<file path="src/lmsci_pkg.sv">
package lmsci_pkg;
  // ===========================================================
  // register indices; byte address is four times the index
  localparam logic [7:0] IDX_STATUS = 8'h60;
  localparam logic [7:0] IDX_DATA = 8'h61;
  localparam logic [7:0] IDX_BAUD = 8'h62;
  localparam logic [7:0] IDX_CTRL1 = 8'h63;
  localparam logic [7:0] IDX_CTRL2 = 8'h64;
  localparam logic [7:0] IDX_CTRL3 = 8'h65;
  localparam logic [7:0] IDX_ERX = 8'h66;
  localparam logic [7:0] IDX_ETX = 8'h67;
  // ===========================================================
  // reset values
  localparam logic [7:0] RST_STATUS = 8'hC0;
  localparam logic [7:0] RST_ZERO = 8'h00;
  // ===========================================================
  // field positions
  localparam int CR1_R8 = 7;
  localparam int CR1_T8 = 6;
  localparam int CR1_M = 4;
  localparam int CR1_WAKE = 3;
  localparam int CR2_TE = 3;
  localparam int CR2_RE = 2;
  localparam int CR2_RWU = 1;
  localparam int CR2_SBK = 0;
  localparam int CR3_LIN = 6;
  localparam int CR3_SYNC_CLOCK_OUT_ENABLE = 3;
  localparam int CR3_CLOCK_IDLE_LEVEL = 2;
  localparam int CR3_CLOCK_EDGE_PHASE = 1;
  localparam int CR3_LAST_BIT_PULSE_ENABLE = 0;
  localparam logic [7:0] CR3_WMASK = 8'h4F;
  // ===========================================================
  // break lengths and clock pulse counts
  localparam logic [3:0] BRK_LEN_8 = 4'hA;
  localparam logic [3:0] BRK_LEN_9 = 4'hB;
  localparam logic [3:0] BRK_LEN_LIN8 = 4'hD;
  localparam logic [3:0] BRK_LEN_LIN9 = 4'hE;
  localparam logic [3:0] PULSES_7 = 4'h7;
  localparam logic [3:0] PULSES_8 = 4'h8;
  localparam logic [3:0] PULSES_9 = 4'h9;
  // coarse prescale factors
  localparam logic [3:0] PR_F0 = 4'h1;
  localparam logic [3:0] PR_F1 = 4'h3;
  localparam logic [3:0] PR_F2 = 4'h4;
  localparam logic [3:0] PR_F3 = 4'hD;
  // oversampling counts
  localparam logic [3:0] OVS_LAST = 4'hF;
  localparam logic [3:0] OVS_MID = 4'h7;
  localparam logic [1:0] RESP_OKAY = 2'b00;
  localparam logic [1:0] RESP_SLVERR = 2'b10;
  typedef enum logic [2:0] {
    TX_IDLE = 3'b000, TX_START = 3'b001, TX_DATA = 3'b010,
    TX_STOP = 3'b011, TX_BRK = 3'b100, TX_BSTOP = 3'b101
  } lmsci_tx_e;
  typedef enum logic [1:0] {
    RX_IDLE = 2'b00, RX_START = 2'b01, RX_DATA = 2'b10, RX_STOP = 2'b11
  } lmsci_rx_e;
endpackage : lmsci_pkg

</file>
<file path="src/lmsci_top.sv">
// The address map and register access over AXI4-Lite were left to the implementer.
`timescale 1ns/1ps
// Overview of operation
// - mute bit locked when address-mark and ready
// - send-break high keeps sending break characters
// - break pulse sends one break after word
// - control-three bit 6 enables LIN break
// - break low 10/11/13/14 bits by mode
// - control-three bits 5:4 read zero
// - bit 3 enables sync clock pin
// - polarity sets idle clock level
// - phase puts edge mid or start bit
// - pulse count 7/8/8/9 by length, last-bit
// - last-bit option gates final data pulse
// - data address splits transmit and receive holding
// - coarse code selects 1, 3, 4, 13
// - transmit code gives two to the power
// - receive code gives two to the power
// - nonzero extended transmit multiplies transmit factor
// - nonzero extended receive multiplies receive factor
// - extended receive divides sixteen stage output
// - extended receive prescaler clears at reset
// - extended transmit divides sixteen stage output
// - word length bit picks 8 or 9
module lmsci_top import lmsci_pkg::*; #(
  parameter int ADDR_W = 12
) (
  // clock and reset
  input wire logic aclk,
  input wire logic aresetn,
  // axi4-lite write
  input wire logic [ADDR_W-1:0] awaddr,
  input wire logic awvalid,
  output logic awready,
  input wire logic [31:0] wdata,
  input wire logic [3:0] wstrb,
  input wire logic wvalid,
  output logic wready,
  output logic [1:0] bresp,
  output logic bvalid,
  input wire logic bready,
  // axi4-lite read
  input wire logic [ADDR_W-1:0] araddr,
  input wire logic arvalid,
  output logic arready,
  output logic [31:0] rdata,
  output logic [1:0] rresp,
  output logic rvalid,
  input wire logic rready,
  // serial line
  input wire logic rxd,
  output logic txd,
  output logic sclk,
  output logic sclk_oe
);
  initial begin
    if (ADDR_W < 10) $error("ADDR_W must reach the register indices");
  end
  // ===========================================================
  // bus slave
  logic aw_hold_q, w_hold_q;
  logic [7:0] aw_idx_q, wd_q;
  logic wstrb0_q;
  logic rd_pend_q;
  logic [7:0] rd_idx_q;
  logic [7:0] status_q, data_rx_q, tx_hold_q, baud_q, cr1_q, cr2_q;
  logic [7:0] cr3_q, erx_q, etx_q;
  logic sr_seen_q;
  wire [7:0] aw_idx = aw_hold_q ? aw_idx_q : awaddr[9:2];
  wire [7:0] w_byte = w_hold_q ? wd_q : wdata[7:0];
  wire w_en0 = w_hold_q ? wstrb0_q : wstrb[0];
  wire aw_ok = aw_hold_q | awvalid;
  wire w_ok = w_hold_q | wvalid;
  wire wr_go = aw_ok & w_ok & ~bvalid;
  wire wr_hit = aw_idx >= IDX_STATUS && aw_idx <= IDX_ETX;
  wire wr_en = wr_go & w_en0;
  wire wr_data = wr_en & aw_idx == IDX_DATA;
  wire wr_baud = wr_en & aw_idx == IDX_BAUD;
  wire wr_cr1 = wr_en & aw_idx == IDX_CTRL1;
  wire wr_cr2 = wr_en & aw_idx == IDX_CTRL2;
  wire wr_cr3 = wr_en & aw_idx == IDX_CTRL3;
  wire wr_erx = wr_en & aw_idx == IDX_ERX;
  wire wr_etx = wr_en & aw_idx == IDX_ETX;
  wire rd_go = arvalid & arready;
  wire [7:0] ar_idx = araddr[9:2];
  wire rd_hit = ar_idx >= IDX_STATUS && ar_idx <= IDX_ETX;
  wire rd_status = rd_go & ar_idx == IDX_STATUS;
  wire rd_data = rd_go & ar_idx == IDX_DATA;
  // bits 7 and 5:4 stored as zero, so control three reads them as zero
  wire [7:0] cr3_rd = cr3_q & CR3_WMASK;
  logic [7:0] rd_mux;
  always_comb begin
    case (ar_idx)
      IDX_STATUS: rd_mux = status_q;
      IDX_DATA: rd_mux = data_rx_q;
      IDX_BAUD: rd_mux = baud_q;
      IDX_CTRL1: rd_mux = cr1_q;
      IDX_CTRL2: rd_mux = cr2_q;
      IDX_CTRL3: rd_mux = cr3_rd;
      IDX_ERX: rd_mux = erx_q;
      IDX_ETX: rd_mux = etx_q;
      default: rd_mux = RST_ZERO;
    endcase
  end
  always_ff @(posedge aclk) begin
    if (!aresetn) begin
      aw_hold_q <= 1'b0;
      w_hold_q <= 1'b0;
      aw_idx_q <= RST_ZERO;
      wd_q <= RST_ZERO;
      wstrb0_q <= 1'b0;
      bvalid <= 1'b0;
      bresp <= RESP_OKAY;
    end else begin
      if (awvalid & awready) aw_idx_q <= awaddr[9:2];
      if (wvalid & wready) begin
        wd_q <= wdata[7:0];
        wstrb0_q <= wstrb[0];
      end
      aw_hold_q <= (aw_hold_q | (awvalid & awready)) & ~wr_go;
      w_hold_q <= (w_hold_q | (wvalid & wready)) & ~wr_go;
      if (wr_go) begin
        bvalid <= 1'b1;
        bresp <= wr_hit ? RESP_OKAY : RESP_SLVERR;
      end else if (bready) begin
        bvalid <= 1'b0;
      end
    end
  end
  // each ready only while its own channel holds nothing, so a held item waits its partner
  assign awready = ~aw_hold_q & ~bvalid;
  assign wready = ~w_hold_q & ~bvalid;
  assign arready = ~rvalid;
  always_ff @(posedge aclk) begin
    if (!aresetn) begin
      rvalid <= 1'b0;
      rdata <= 32'h0000_0000;
      rresp <= RESP_OKAY;
      rd_pend_q <= 1'b0;
      rd_idx_q <= RST_ZERO;
    end else begin
      rd_pend_q <= 1'b0;
      if (rd_go) begin
        rvalid <= 1'b1;
        rdata <= {24'h00_0000, rd_mux};
        rresp <= rd_hit ? RESP_OKAY : RESP_SLVERR;
        rd_pend_q <= 1'b1;
        rd_idx_q <= ar_idx;
      end else if (rready) begin
        rvalid <= 1'b0;
      end
    end
  end
  // ===========================================================
  // baud generation
  wire word9 = cr1_q[CR1_M];
  wire lin_on = cr3_q[CR3_LIN];
  logic [3:0] pr_fac;
  always_comb begin
    case (baud_q[7:6])
      2'b00: pr_fac = PR_F0;
      2'b01: pr_fac = PR_F1;
      2'b10: pr_fac = PR_F2;
      default: pr_fac = PR_F3;
    endcase
  end
  logic [3:0] pr_cnt_q;
  wire pr_tick = pr_cnt_q >= pr_fac - 4'h1;
  always_ff @(posedge aclk) begin
    // restart on a new divisor so the first gap is already whole
    if (!aresetn | wr_baud) pr_cnt_q <= 4'h0;
    else pr_cnt_q <= pr_tick ? 4'h0 : pr_cnt_q + 4'h1;
  end
  // index 0 transmit, 1 receive; ticks run at sixteen times bit rate
  logic [1:0] ovs_tick;
  logic [14:0] div_total [2];
  genvar g;
  generate
    for (g = 0; g < 2; g++) begin : g_div
      wire [2:0] code = g == 0 ? baud_q[5:3] : baud_q[2:0];
      wire [7:0] ext = g == 0 ? etx_q : erx_q;
      wire [7:0] fac = 8'h01 << code;
      // zero extension falls back to the plain factor
      wire [15:0] prod = fac * (ext == 8'h00 ? 8'h01 : ext);
      logic [14:0] cnt_q;
      assign div_total[g] = prod[14:0];
      assign ovs_tick[g] = pr_tick & (cnt_q >= prod[14:0] - 15'h0001);
      always_ff @(posedge aclk) begin
        if (!aresetn) cnt_q <= 15'h0000;
        else if (ovs_tick[g]) cnt_q <= 15'h0000;
        else if (pr_tick) cnt_q <= cnt_q + 15'h0001;
      end
    end
  endgenerate
  wire tx_tick = ovs_tick[0];
  wire rx_tick = ovs_tick[1];
  // ===========================================================
  // transmitter
  lmsci_tx_e tx_st_q, tx_st_d;
  logic [3:0] tx_cnt_q, tx_bit_q;
  logic [8:0] tx_sh_q;
  logic brk_pend_q;
  wire [3:0] nbits = word9 ? 4'h9 : 4'h8;
  wire [3:0] brk_len = lin_on ? (word9 ? BRK_LEN_LIN9 : BRK_LEN_LIN8)
                              : (word9 ? BRK_LEN_9 : BRK_LEN_8);
  wire tx_on = cr2_q[CR2_TE];
  wire send_break = cr2_q[CR2_SBK];
  wire bit_end = tx_tick & tx_cnt_q == OVS_LAST;
  wire tdre = status_q[7];
  always_comb begin
    tx_st_d = tx_st_q;
    case (tx_st_q)
      TX_IDLE: begin
        // leave idle only on a tick, else the first bit comes short
        if (tx_tick & tx_on & (send_break | brk_pend_q)) tx_st_d = TX_BRK;
        else if (tx_tick & tx_on & ~tdre) tx_st_d = TX_START;
      end
      TX_START: if (bit_end) tx_st_d = TX_DATA;
      TX_DATA: if (bit_end & tx_bit_q == nbits - 4'h1) tx_st_d = TX_STOP;
      TX_STOP: if (bit_end) tx_st_d = TX_IDLE;
      TX_BRK: if (bit_end & tx_bit_q == brk_len - 4'h1) tx_st_d = TX_BSTOP;
      TX_BSTOP: if (bit_end) tx_st_d = TX_IDLE;
      default: tx_st_d = TX_IDLE;
    endcase
  end
  wire tx_load = tx_st_q == TX_IDLE & tx_st_d == TX_START;
  wire frame_done = tx_st_q == TX_STOP & tx_st_d == TX_IDLE;
  wire txd_d = tx_st_q == TX_START || tx_st_q == TX_BRK ? 1'b0 :
               tx_st_q == TX_DATA ? tx_sh_q[0] : 1'b1;
  always_ff @(posedge aclk) begin
    if (!aresetn) begin
      tx_st_q <= TX_IDLE;
      tx_cnt_q <= 4'h0;
      tx_bit_q <= 4'h0;
      tx_sh_q <= 9'h1FF;
      txd <= 1'b1;
    end else begin
      tx_st_q <= tx_st_d;
      txd <= txd_d;
      if (tx_st_q == TX_IDLE) begin
        tx_cnt_q <= 4'h0;
        tx_bit_q <= 4'h0;
      end else if (tx_tick) begin
        tx_cnt_q <= tx_cnt_q + 4'h1;
        if (tx_st_d != tx_st_q) tx_bit_q <= 4'h0;
        else if (bit_end) tx_bit_q <= tx_bit_q + 4'h1;
      end
      if (tx_load) tx_sh_q <= {cr1_q[CR1_T8], tx_hold_q};
      else if (tx_st_q == TX_DATA & bit_end) tx_sh_q <= tx_sh_q >> 1;
    end
  end
  // a set-then-clear pulse is remembered until the break starts
  always_ff @(posedge aclk) begin
    if (!aresetn) brk_pend_q <= 1'b0;
    else if (wr_cr2 & w_byte[CR2_SBK]) brk_pend_q <= 1'b1;
    else if (tx_st_q == TX_BRK) brk_pend_q <= 1'b0;
  end
  // ===========================================================
  // synchronous clock output
  wire clock_idle_level = cr3_q[CR3_CLOCK_IDLE_LEVEL];
  wire pulse_bit = tx_bit_q != nbits - 4'h1 | cr3_q[CR3_LAST_BIT_PULSE_ENABLE];
  wire half2 = tx_cnt_q[3];
  wire sclk_act = tx_st_q == TX_DATA & cr3_q[CR3_SYNC_CLOCK_OUT_ENABLE] & pulse_bit;
  wire sclk_d = clock_idle_level ^ (sclk_act & (cr3_q[CR3_CLOCK_EDGE_PHASE] ? ~half2 : half2));
  always_ff @(posedge aclk) begin
    if (!aresetn) begin
      sclk <= 1'b0;
      sclk_oe <= 1'b0;
    end else begin
      sclk <= sclk_d;
      sclk_oe <= cr3_q[CR3_SYNC_CLOCK_OUT_ENABLE];
    end
  end
  // ===========================================================
  // receiver
  lmsci_rx_e rx_st_q;
  logic [3:0] rx_cnt_q, rx_bit_q;
  logic [8:0] rx_sh_q;
  logic [7:0] idle_cnt_q;
  wire rx_on = cr2_q[CR2_RE];
  wire rx_mute = cr2_q[CR2_RWU];
  wire [8:0] rx_word = word9 ? rx_sh_q : {1'b0, rx_sh_q[8:1]};
  wire rx_msb = word9 ? rx_sh_q[8] : rx_sh_q[8];
  wire rx_end = rx_st_q == RX_STOP & rx_tick & rx_cnt_q == OVS_LAST;
  wire addr_wake = rx_end & rx_mute & cr1_q[CR1_WAKE] & rx_msb;
  wire rx_deliver = rx_end & (~rx_mute | addr_wake);
  wire [7:0] idle_len = {word9 ? BRK_LEN_9 : BRK_LEN_8, 4'h0};
  wire idle_seen = rx_tick & rx_st_q == RX_IDLE & idle_cnt_q == idle_len;
  always_ff @(posedge aclk) begin
    if (!aresetn) begin
      rx_st_q <= RX_IDLE;
      rx_cnt_q <= 4'h0;
      rx_bit_q <= 4'h0;
      rx_sh_q <= 9'h000;
      idle_cnt_q <= 8'h00;
    end else if (!rx_on) begin
      rx_st_q <= RX_IDLE;
      idle_cnt_q <= 8'h00;
    end else if (rx_tick) begin
      rx_cnt_q <= rx_cnt_q + 4'h1;
      case (rx_st_q)
        RX_IDLE: begin
          rx_cnt_q <= 4'h0;
          if (!rxd) rx_st_q <= RX_START;
          if (!rxd) idle_cnt_q <= 8'h00;
          else if (idle_cnt_q <= idle_len) idle_cnt_q <= idle_cnt_q + 8'h01;
        end
        RX_START: if (rx_cnt_q == OVS_MID) begin
          rx_st_q <= rxd ? RX_IDLE : RX_DATA;
          rx_cnt_q <= 4'h0;
          rx_bit_q <= 4'h0;
        end
        RX_DATA: if (rx_cnt_q == OVS_LAST) begin
          rx_sh_q <= {rxd, rx_sh_q[8:1]};
          rx_bit_q <= rx_bit_q + 4'h1;
          if (rx_bit_q == nbits - 4'h1) rx_st_q <= RX_STOP;
        end
        RX_STOP: if (rx_cnt_q == OVS_LAST) rx_st_q <= RX_IDLE;
        default: rx_st_q <= RX_IDLE;
      endcase
    end
  end
  // ===========================================================
  // control, data and status registers
  wire rx_ready_flag = status_q[5];
  wire rwu_lock = cr1_q[CR1_WAKE] & rx_ready_flag;
  wire sr_clr_rd = sr_seen_q & rd_data;
  wire sr_clr_wr = sr_seen_q & wr_data;
  always_ff @(posedge aclk) begin
    if (!aresetn) begin
      baud_q <= RST_ZERO;
      cr1_q <= RST_ZERO;
      cr2_q <= RST_ZERO;
      cr3_q <= RST_ZERO;
      erx_q <= RST_ZERO;
      etx_q <= RST_ZERO;
      tx_hold_q <= RST_ZERO;
      data_rx_q <= RST_ZERO;
    end else begin
      if (wr_baud) baud_q <= w_byte;
      if (wr_erx) erx_q <= w_byte;
      if (wr_etx) etx_q <= w_byte;
      if (wr_cr3) cr3_q <= w_byte & CR3_WMASK;
      if (wr_data) tx_hold_q <= w_byte;
      if (rx_deliver & ~rx_ready_flag) data_rx_q <= rx_word[7:0];
      if (rx_deliver & ~rx_ready_flag) cr1_q[CR1_R8] <= rx_word[8];
      if (wr_cr1) cr1_q[6:0] <= w_byte[6:0];
      if (wr_cr2) cr2_q[7:2] <= w_byte[7:2];
      if (wr_cr2) cr2_q[CR2_SBK] <= w_byte[CR2_SBK];
      // hardware wake-up clears mute; a refused write leaves it
      if ((idle_seen & ~cr1_q[CR1_WAKE]) | addr_wake) cr2_q[CR2_RWU] <= 1'b0;
      else if (wr_cr2 & ~rwu_lock) cr2_q[CR2_RWU] <= w_byte[CR2_RWU];
    end
  end
  // status: tdre tc rx_ready_flag idle or 0 fe 0; set wins over clear
  always_ff @(posedge aclk) begin
    if (!aresetn) begin
      status_q <= RST_STATUS;
      sr_seen_q <= 1'b0;
    end else begin
      if (rd_status) sr_seen_q <= 1'b1;
      else if (rd_data | wr_data) sr_seen_q <= 1'b0;
      if (tx_load) status_q[7] <= 1'b1;
      else if (sr_clr_wr) status_q[7] <= 1'b0;
      if (frame_done) status_q[6] <= 1'b1;
      else if (sr_clr_wr) status_q[6] <= 1'b0;
      if (rx_deliver) status_q[5] <= 1'b1;
      else if (sr_clr_rd) status_q[5] <= 1'b0;
      if (idle_seen & rx_ready_flag) status_q[4] <= 1'b1;
      else if (sr_clr_rd) status_q[4] <= 1'b0;
      if (rx_deliver & rx_ready_flag) status_q[3] <= 1'b1;
      else if (sr_clr_rd) status_q[3] <= 1'b0;
      if (rx_deliver & ~rx_ready_flag & ~rxd) status_q[1] <= 1'b1;
      else if (sr_clr_rd) status_q[1] <= 1'b0;
    end
  end
  // ===========================================================
  // checks
  logic [3:0] pulse_q;
  logic [3:0] pr_gap_q;
  always_ff @(posedge aclk) begin
    if (!aresetn | tx_st_q == TX_START) pulse_q <= 4'h0;
    else if (sclk != clock_idle_level & sclk_d == sclk) pulse_q <= pulse_q;
    else if (sclk_d != clock_idle_level & sclk == clock_idle_level) pulse_q <= pulse_q + 4'h1;
    if (!aresetn | pr_tick | wr_baud) pr_gap_q <= 4'h0;
    else pr_gap_q <= pr_gap_q + 4'h1;
  end
  wire [3:0] pulses_exp = word9 ? (cr3_q[CR3_LAST_BIT_PULSE_ENABLE] ? PULSES_9 : PULSES_8)
                                : (cr3_q[CR3_LAST_BIT_PULSE_ENABLE] ? PULSES_8 : PULSES_7);
  a_mute_lock: assert property (@(posedge aclk) disable iff (!aresetn)
    wr_cr2 & rwu_lock & ~addr_wake & ~idle_seen |=> $stable(cr2_q[CR2_RWU]))
    else $error("mute bit changed while locked");
  a_break_low: assert property (@(posedge aclk) disable iff (!aresetn)
    tx_st_q == TX_BRK |=> txd == 1'b0)
    else $error("break bit not driven low");
  a_break_len: assert property (@(posedge aclk) disable iff (!aresetn)
    tx_st_q == TX_BRK & tx_st_d == TX_BSTOP |->
    tx_bit_q == (lin_on ? (word9 ? 4'hE : 4'hD) : (word9 ? 4'hB : 4'hA)) - 4'h1)
    else $error("break length wrong");
  a_res_zero: assert property (@(posedge aclk) disable iff (!aresetn)
    rvalid & rd_idx_q == IDX_CTRL3 |-> rdata[5:4] == 2'b00 || !rd_pend_q)
    else $error("reserved bits read nonzero");
  a_sclk_off: assert property (@(posedge aclk) disable iff (!aresetn)
    !cr3_q[CR3_SYNC_CLOCK_OUT_ENABLE] |=> !sclk_oe)
    else $error("clock pin enabled while off");
  a_sclk_idle: assert property (@(posedge aclk) disable iff (!aresetn)
    tx_st_q == TX_IDLE && $past(tx_st_q) == TX_IDLE && $stable(clock_idle_level)
    |-> sclk == clock_idle_level)
    else $error("clock idle level wrong");
  a_pulse_count: assert property (@(posedge aclk) disable iff (!aresetn)
    frame_done & cr3_q[CR3_SYNC_CLOCK_OUT_ENABLE] & $stable(cr3_q) |-> pulse_q == pulses_exp)
    else $error("clock pulse count wrong");
  a_coarse_gap: assert property (@(posedge aclk) disable iff (!aresetn)
    pr_tick & $past(pr_tick) == 1'b0 & !$past(wr_baud) & $stable(baud_q)
    |-> pr_gap_q == pr_fac - 4'h1)
    else $error("coarse prescale spacing wrong");
  a_hold_split: assert property (@(posedge aclk) disable iff (!aresetn)
    wr_data & ~rx_deliver |=> $stable(data_rx_q))
    else $error("data write altered receive holding");
  a_ext_reset: assert property (@(posedge aclk)
    $past(!aresetn) |-> erx_q == 8'h00)
    else $error("extended receive prescaler not cleared");
endmodule : lmsci_top

</file>
<file path="config.mk">
export PLATFORM = sky130hd
export DESIGN_NAME = lmsci_top
export DESIGN_NICKNAME = d
export VERILOG_FILES = /design/src/lmsci_pkg.sv /design/src/lmsci_top.sv
export SDC_FILE = /design/constraint.sdc
export NUM_CORES = 1
export LEC_CHECK = 0
export ABC_CLOCK_PERIOD_IN_PS = 8650
export BUFFER_PORTS_ARGS = -buffer_cell sky130_fd_sc_hd__buf_2
export CORE_MARGIN = 2
export CORE_UTILIZATION = 30
export CTS_CLUSTER_DIAMETER = 100
export DETAILED_ROUTE_END_ITERATION = 6
export GPL_TIMING_DRIVEN = 0
export RECOVER_POWER = 25
export SYNTH_ARGS = -nofsm -noshare
export SYNTH_HDL_FRONTEND = slang
export SYNTH_SLANG_ARGS = --single-unit
</file>
<file path="constraint.sdc">
create_clock -name aclk -period 8.65 [get_ports aclk]
set_clock_uncertainty 0.05 [all_clocks]
set_input_delay 0.4325 -clock aclk [delete_from_list [all_inputs] [get_ports aclk]]
set_output_delay 0.4325 -clock aclk [all_outputs]
set_load 0.005 [all_outputs]
</file>
# After elaboration in Yosys (flattened, before gate mapping)
# Cells that the tools add are included.
[word_totals]
reg_bits = 186
input_bits = 68
output_inout_bits = 44
word_cells = 275
[op_classes]
addsub = 13
mul = 2
n_lt_le_gt_ge = 8
n_eq_ne = 41
shifts = 2
muxes = 55
bitwise = 75
n_reduce_logical = 36
[ops]
columns = ["cell", "count"]
rows = [
  ["== test 8 x 7 -> 1 bit (second input constant)", 15],
  ["case mux 8 bit (8 select lines)", 1],
  ["AND 1 bit", 51],
  ["two-way mux 8 bit", 6],
  ["adder 15 x 1 -> 15 bit (second input constant)", 2],
  ["greater-or-equal comparator 15 bit", 2],
  ["multiplier 8 x 8 -> 15 bit", 2],
  ["subtractor 15 x 1 -> 15 bit (second input constant)", 2],
  ["two-way mux 9 bit", 3],
  ["two-way mux 4 bit", 6],
  ["nonzero test 2 bit", 11],
  ["adder 4 x 1 -> 4 bit (second input constant)", 5],
  ["two-way mux 1 bit", 19],
  ["two-way mux 2 bit", 9],
  ["two-way mux 3 bit", 6],
  ["greater-or-equal comparator 8 x 7 -> 1 bit (second input constant)", 2],
  ["less-or-equal comparator 8 x 7 -> 1 bit (second input constant)", 2],
  ["logical NOT 8 bit", 2],
  ["case mux 4 bit (2 select lines)", 2],
  ["OR reduction 2 bit", 8],
  ["<< shifter 1 x 3 -> 8 bit (first input constant)", 2],
  ["case mux 3 bit (5 select lines)", 1],
  ["NOT 1 bit", 13],
  ["== test 4 bit", 3],
  ["other kinds (30)", 57],
]

# Depth between registers and ports, before layout
[depth]
ltp_word = 16
mapped_depth = 28
depth_no_buf = 26

# Worst setup path after synthesis
# No wires, ideal clock.
[synth_path]
kind = "register -> register"
from = "register baud_q[5]"
to = "register tx_sh_q[8]"
setup_time_ns = 0.122
arrival_ns = 6.798
required_time_ns = 8.478
slack_ns = 1.680
stages_incl_launch_ff = 26
n_path_buf = 2
period_less_slack_ns = 6.970
path_cell_list = "dfxtp_1 -> clkbuf_1 -> nor3b_1 -> nand2_1 -> fa_1 -> inv_1 -> fa_1 -> fa_1 -> inv_1 -> fa_1 -> inv_1 -> ha_1 -> o21a_1 -> o31a_1 -> o211ai_1 -> a21oi_1 -> a2111oi_0 -> a21oi_1 -> xnor2_1 -> ha_1 -> nand4_1 -> or2_2 -> clkbuf_1 -> a21oi_1 -> nor2_1 -> a221o_1"
[synth_via]
elab_chain_len = 13
elab_cells_between_ends = 23
classes_between = "add/sub (1); mul (1); order compare (1); eq/ne (1); shift (1); mux (8); bitwise (9); reduce/logical (1)"
[synth_rtl]
columns = ["item", "line", "source"]
rows = [
  ["from (decl)", "lmsci_top.sv:66", "logic [7:0] status_q, data_rx_q, tx_hold_q, baud_q, cr1_q, cr2_q;"],
  ["from (signal assigned)", "lmsci_top.sv:340", "if (wr_baud) baud_q <= w_byte;"],
  ["<< shifter 1 x 3 -> 8 bit (*)", "lmsci_top.sv:182", "wire [7:0] fac = 8'h01 << code;"],
  ["multiplier 8 x 8 -> 15 bit (*)", "lmsci_top.sv:184", "wire [15:0] prod = fac * (ext == 8'h00 ? 8'h01 : ext);"],
  ["subtractor 15 x 1 -> 15 bit (*)", "lmsci_top.sv:187", "assign ovs_tick[g] = pr_tick & (cnt_q >= prod[14:0] - 15'h0001);"],
  ["greater-or-equal comparator 15 bit (*)", "lmsci_top.sv:187", ""],
  ["AND 1 bit (*)", "lmsci_top.sv:187", ""],
  ["AND 1 bit", "lmsci_top.sv:215, lmsci_top.sv:216", ""],
  ["AND 1 bit", "lmsci_top.sv:216", "else if (tx_tick & tx_on & ~tdre) tx_st_d = TX_START;"],
  ["two-way mux 3 bit", "lmsci_top.sv:216", ""],
  ["two-way mux 3 bit", "lmsci_top.sv:215", "if (tx_tick & tx_on & (send_break | brk_pend_q)) tx_st_d = TX_BRK;"],
  ["case mux 3 bit (5 select lines)", "lmsci_top.sv:212", "case (tx_st_q)"],
  ["== test 3 x 1 -> 1 bit", "lmsci_top.sv:226", "wire tx_load = tx_st_q == TX_IDLE & tx_st_d == TX_START;"],
  ["AND 1 bit", "lmsci_top.sv:226", ""],
  ["two-way mux 9 bit or nonzero test 2 bit (tied branches)", "--", ""],
  ["to (signal assigned)", "lmsci_top.sv:248", "if (tx_load) tx_sh_q <= {cr1_q[CR1_T8], tx_hold_q};"],
  ["to (signal assigned)", "lmsci_top.sv:249", "else if (tx_st_q == TX_DATA & bit_end) tx_sh_q <= tx_sh_q >> 1;"],
  ["to (decl)", "lmsci_top.sv:201", "logic [8:0] tx_sh_q;"],
]
# Mark *: on every way between the ends. The rest lies on a longest branch, timed or not.
# A chain may end at the register's enable or synchronous reset.

# Worst setup path in the final report
[layout_path]
from = "register baud_q[3]"
to = "register tx_sh_q[8]"
# The elaborated chain is that of the path after synthesis.

==> results.toml <==
[floorplan]
ioPinCount = 112
core_um2 = 45500
die_h_um = 219
start_util = 0.305
die_w_um = 219
dieArea_um2 = 48000
row_count = 78

[final_layout]
multi_input_area_um2 = 9240
final_layout_size_suffix_gt1_frac = 0.0794
fillers = 4773
area_delta_synth_final_pct = 12.1
finalNetCount = 1981
antennaDiodeCount = 0
regArea_um2 = 3680

[worst_setup_path]
cp_common_cell = "fa_1"
cp_max_fo = 10
ff2ff_path_depth = 26
arrival_ps = 8360
cp_num_cells = 26
crit_path_start_kind = "flop"
cp_top_family = "adder cells"
cp_slowest_cell = "a2111oi_0"
cp-end-kind = "flop"
slowest_delay_ps = 730
required_ps = 8930
crit_type = "flop to flop"
cp_num_buf_inv = 5

[synth]
synth_top_area_cell = "dfxtp_1"
async_flop_share = 0
syn_inst = 1623
seq_area_frac_synth = 0.265
postSynthAreaPerCell_um2 = 8.55
yosys_most_used_dff = "dfxtp_1"
netlist_area_um2 = 13900
synth.distinct_cells = 74
synth_top_cells_by_area = "dfxtp_1, fa_1, ha_1, mux2i_1, nand2_1"
yosysTopAreaCellShare = 0.265
yosys_warnings = 0
synth-edff-count = 0
synth_seq_cells = 184

[global_route]
grt_max_degree = 20
grt_pass1_vias = 10941
track_usage = 0.146
antenna_found_initial = 0
globalRouteOverflowTotal = 0
grt_pass1_wl_um = 56400

[timing]
slew_violations = 0
min_period_ps = 8080
worst_pin_slew_ps = 977
finalHoldViolCount = 0
finalCritPeriodShare = 0.934
final.setup.tns_ps = 0
setup_viol = 0
slew_headroom = 0.347
fmax_ghz = 0.124
rsz0062_at_grt = "false"

[route]
drc = 0
via_count = 11247
drt_iter0_drc = 632
drt_wl_total_um = 34500
wire_per_inst_um = 14.8
dr.pass1.iters = 5
antenna_left = 0
via_per_inst = 4.84

[clocking]
cts_buffer_depth = 2
clkTransAtPathRegs_ps = 80
cts_num_sinks = 184
holdBufCountCts = 0
htreeDepth = 4
cts_root_buffer = "clkbuf_16"
post_cts_buffers = 0
clk_latency_ps = 450
numCtsBuffers = 17
cts_tree = "done"

[min_path]
hp-class = "input port to flop"
min_path_cells = 3

[placed_design]
portBuffers = 46
hpwl_um = 27000
gp_congestion = 0.861

[power]
power.density_nw_per_um2 = 118
ir_drop_mv = 0.123
power.leakage_nw = 6.79
totalPowerFinal_mw = 1.83

[outcome]
outcome = "complete, no violations"

[flow_run]
max-cap-violations = 0
-- what timing repair did --
| item | CTS | global route |
|---|---|---|
| setup endpoints to repair | 0 | 24 |
| resized for setup | 0 | 3 |
| endpoints found under the hold margin | 0 | 0 |
-- layer usage --
metal | wire length, um | vias up | global-route usage | share of wire
met4 | 823 | 0 | 0.0484 | 0.024
met2 | 15800 | 248 | 0.246 | 0.46
met5 | 0 | - | 0 | 0
met3 | 1340 | 52 | 0.0194 | 0.039
li1 | - | 5608 | - | -
met1 | 16500 | 5339 | 0.194 | 0.48
-- worst paths after layout --
check                    from     endpoint  slack [ps]
hold reg to reg   aw_idx_q[5]  aw_idx_q[5]         400
setup reg to reg    baud_q[3]   tx_sh_q[8]         570
setup / recovery    baud_q[3]   tx_sh_q[8]         570
hold / removal      awaddr[4]  aw_idx_q[2]         180
-- flip-flops by register name, indices dropped and copies added, names as in the netlist, 3 cells and up, named ones only --
name         flops
cr1_q            8
erx_q            8
baud_q           8
cr2_q            8
status_q         6
wd_q             8
cr3_q            5
rx_cnt_q         4
tx_bit_q         4
tx_cnt_q         4
rx_bit_q         4
idle_cnt_q       8
etx_q            8
data_rx_q        8
g_div.cnt_q     30
pr_cnt_q         4
rdata            8
aw_idx_q         8
rx_sh_q          9
tx_st_q          3
tx_sh_q          9
tx_hold_q        8
-- power by group --
group	switching, mW	internal (mW)
Sequential	0.00670	0.856
Combinational	0.101	0.0517
Clock	0.398	0.417
-- area by class of cell --
class | instances | area share
tap | 600 | 0.0483
multi-input combinational | 1212 | 0.594
sequential | 184 | 0.237
clock buffer | 17 | 0.0274
buffer | 103 | 0.0320
clock inverter | 15 | 0.0113
timing repair buffer | 46 | 0.0141
inverter | 149 | 0.0360
-- per-stage QoR --
stage | util | area (um^2) | std cells | hold slack [ps] | setup slack, ps
2_1_floorplan | - | 14000 | 1648 | 380 | 1680
4_1_cts | 0.342 | 15500 | 2326 | 170 | 38.3
3_3_place_gp | 0.329 | 14900 | 2294 | 389 | 332
5_1_grt | 0.342 | 15600 | 2326 | 172 | 48.9
3_5_place_dp | 0.329 | 14900 | 2294 | 395 | 65.3
6_report | 0.342 | 15600 | 2326 | 180 | 575
-- cell families after synthesis --
kind of cell,synth area share
fa+ha+maj,0.225
simple gates,0.206
buf+inv,0.0762
compound gates,0.107
other cells,0.000270
xor+xnor,0.0423
mux,0.0782
flops,0.265
-- cells in the mapped netlist, drive strengths merged (8+ instances only) --
master / instances
o211ai: 11
nor4: 9
nand4: 19
and3: 14
nor2b: 9
mux2i: 78
and2: 56
a211o: 9
a21oi: 77
fa: 82
ha: 118
nand3: 34
a21o: 13
mux2: 13
or3: 8
xor2: 35
xnor2: 32
dfxtp: 184
nand2: 190
inv: 149
clkbuf: 67
buf: 36
o21ai: 35
nand2b: 19
a211oi: 16
nor3: 25
nor2: 174
-- placed cells by master, fill, tap and decap left out, drive strengths merged, types with 4 or more instances in the layout --
cell type,count
and3b,6
nor2b,9
clkbuf,97
a21oi,77
mux2i,78
nor4,9
ha,118
xor2,35
o31ai,5
nor3b,7
a21o,13
o21ai,35
nor2,174
buf,69
nand2b,19
and2,56
inv,159
a22oi,5
conb,26
nand4,19
fa,82
nand4b,6
a22o,7
or3,8
clkinv,4
and3,14
nor3,25
mux2,13
a211o,9
nand3b,4
a211oi,16
nand3,34
mux4,7
a2111oi,4
dfxtp,184
nand2,190
o21a,5
o211ai,11
or4,6
xnor2,32
-- tightest hold or removal path, stage by stage --
cell and delay, ps:
buf_2 100, nand2_1 50, a21oi_1 50
No activity file was read; power rests on OpenSTA's default activity.
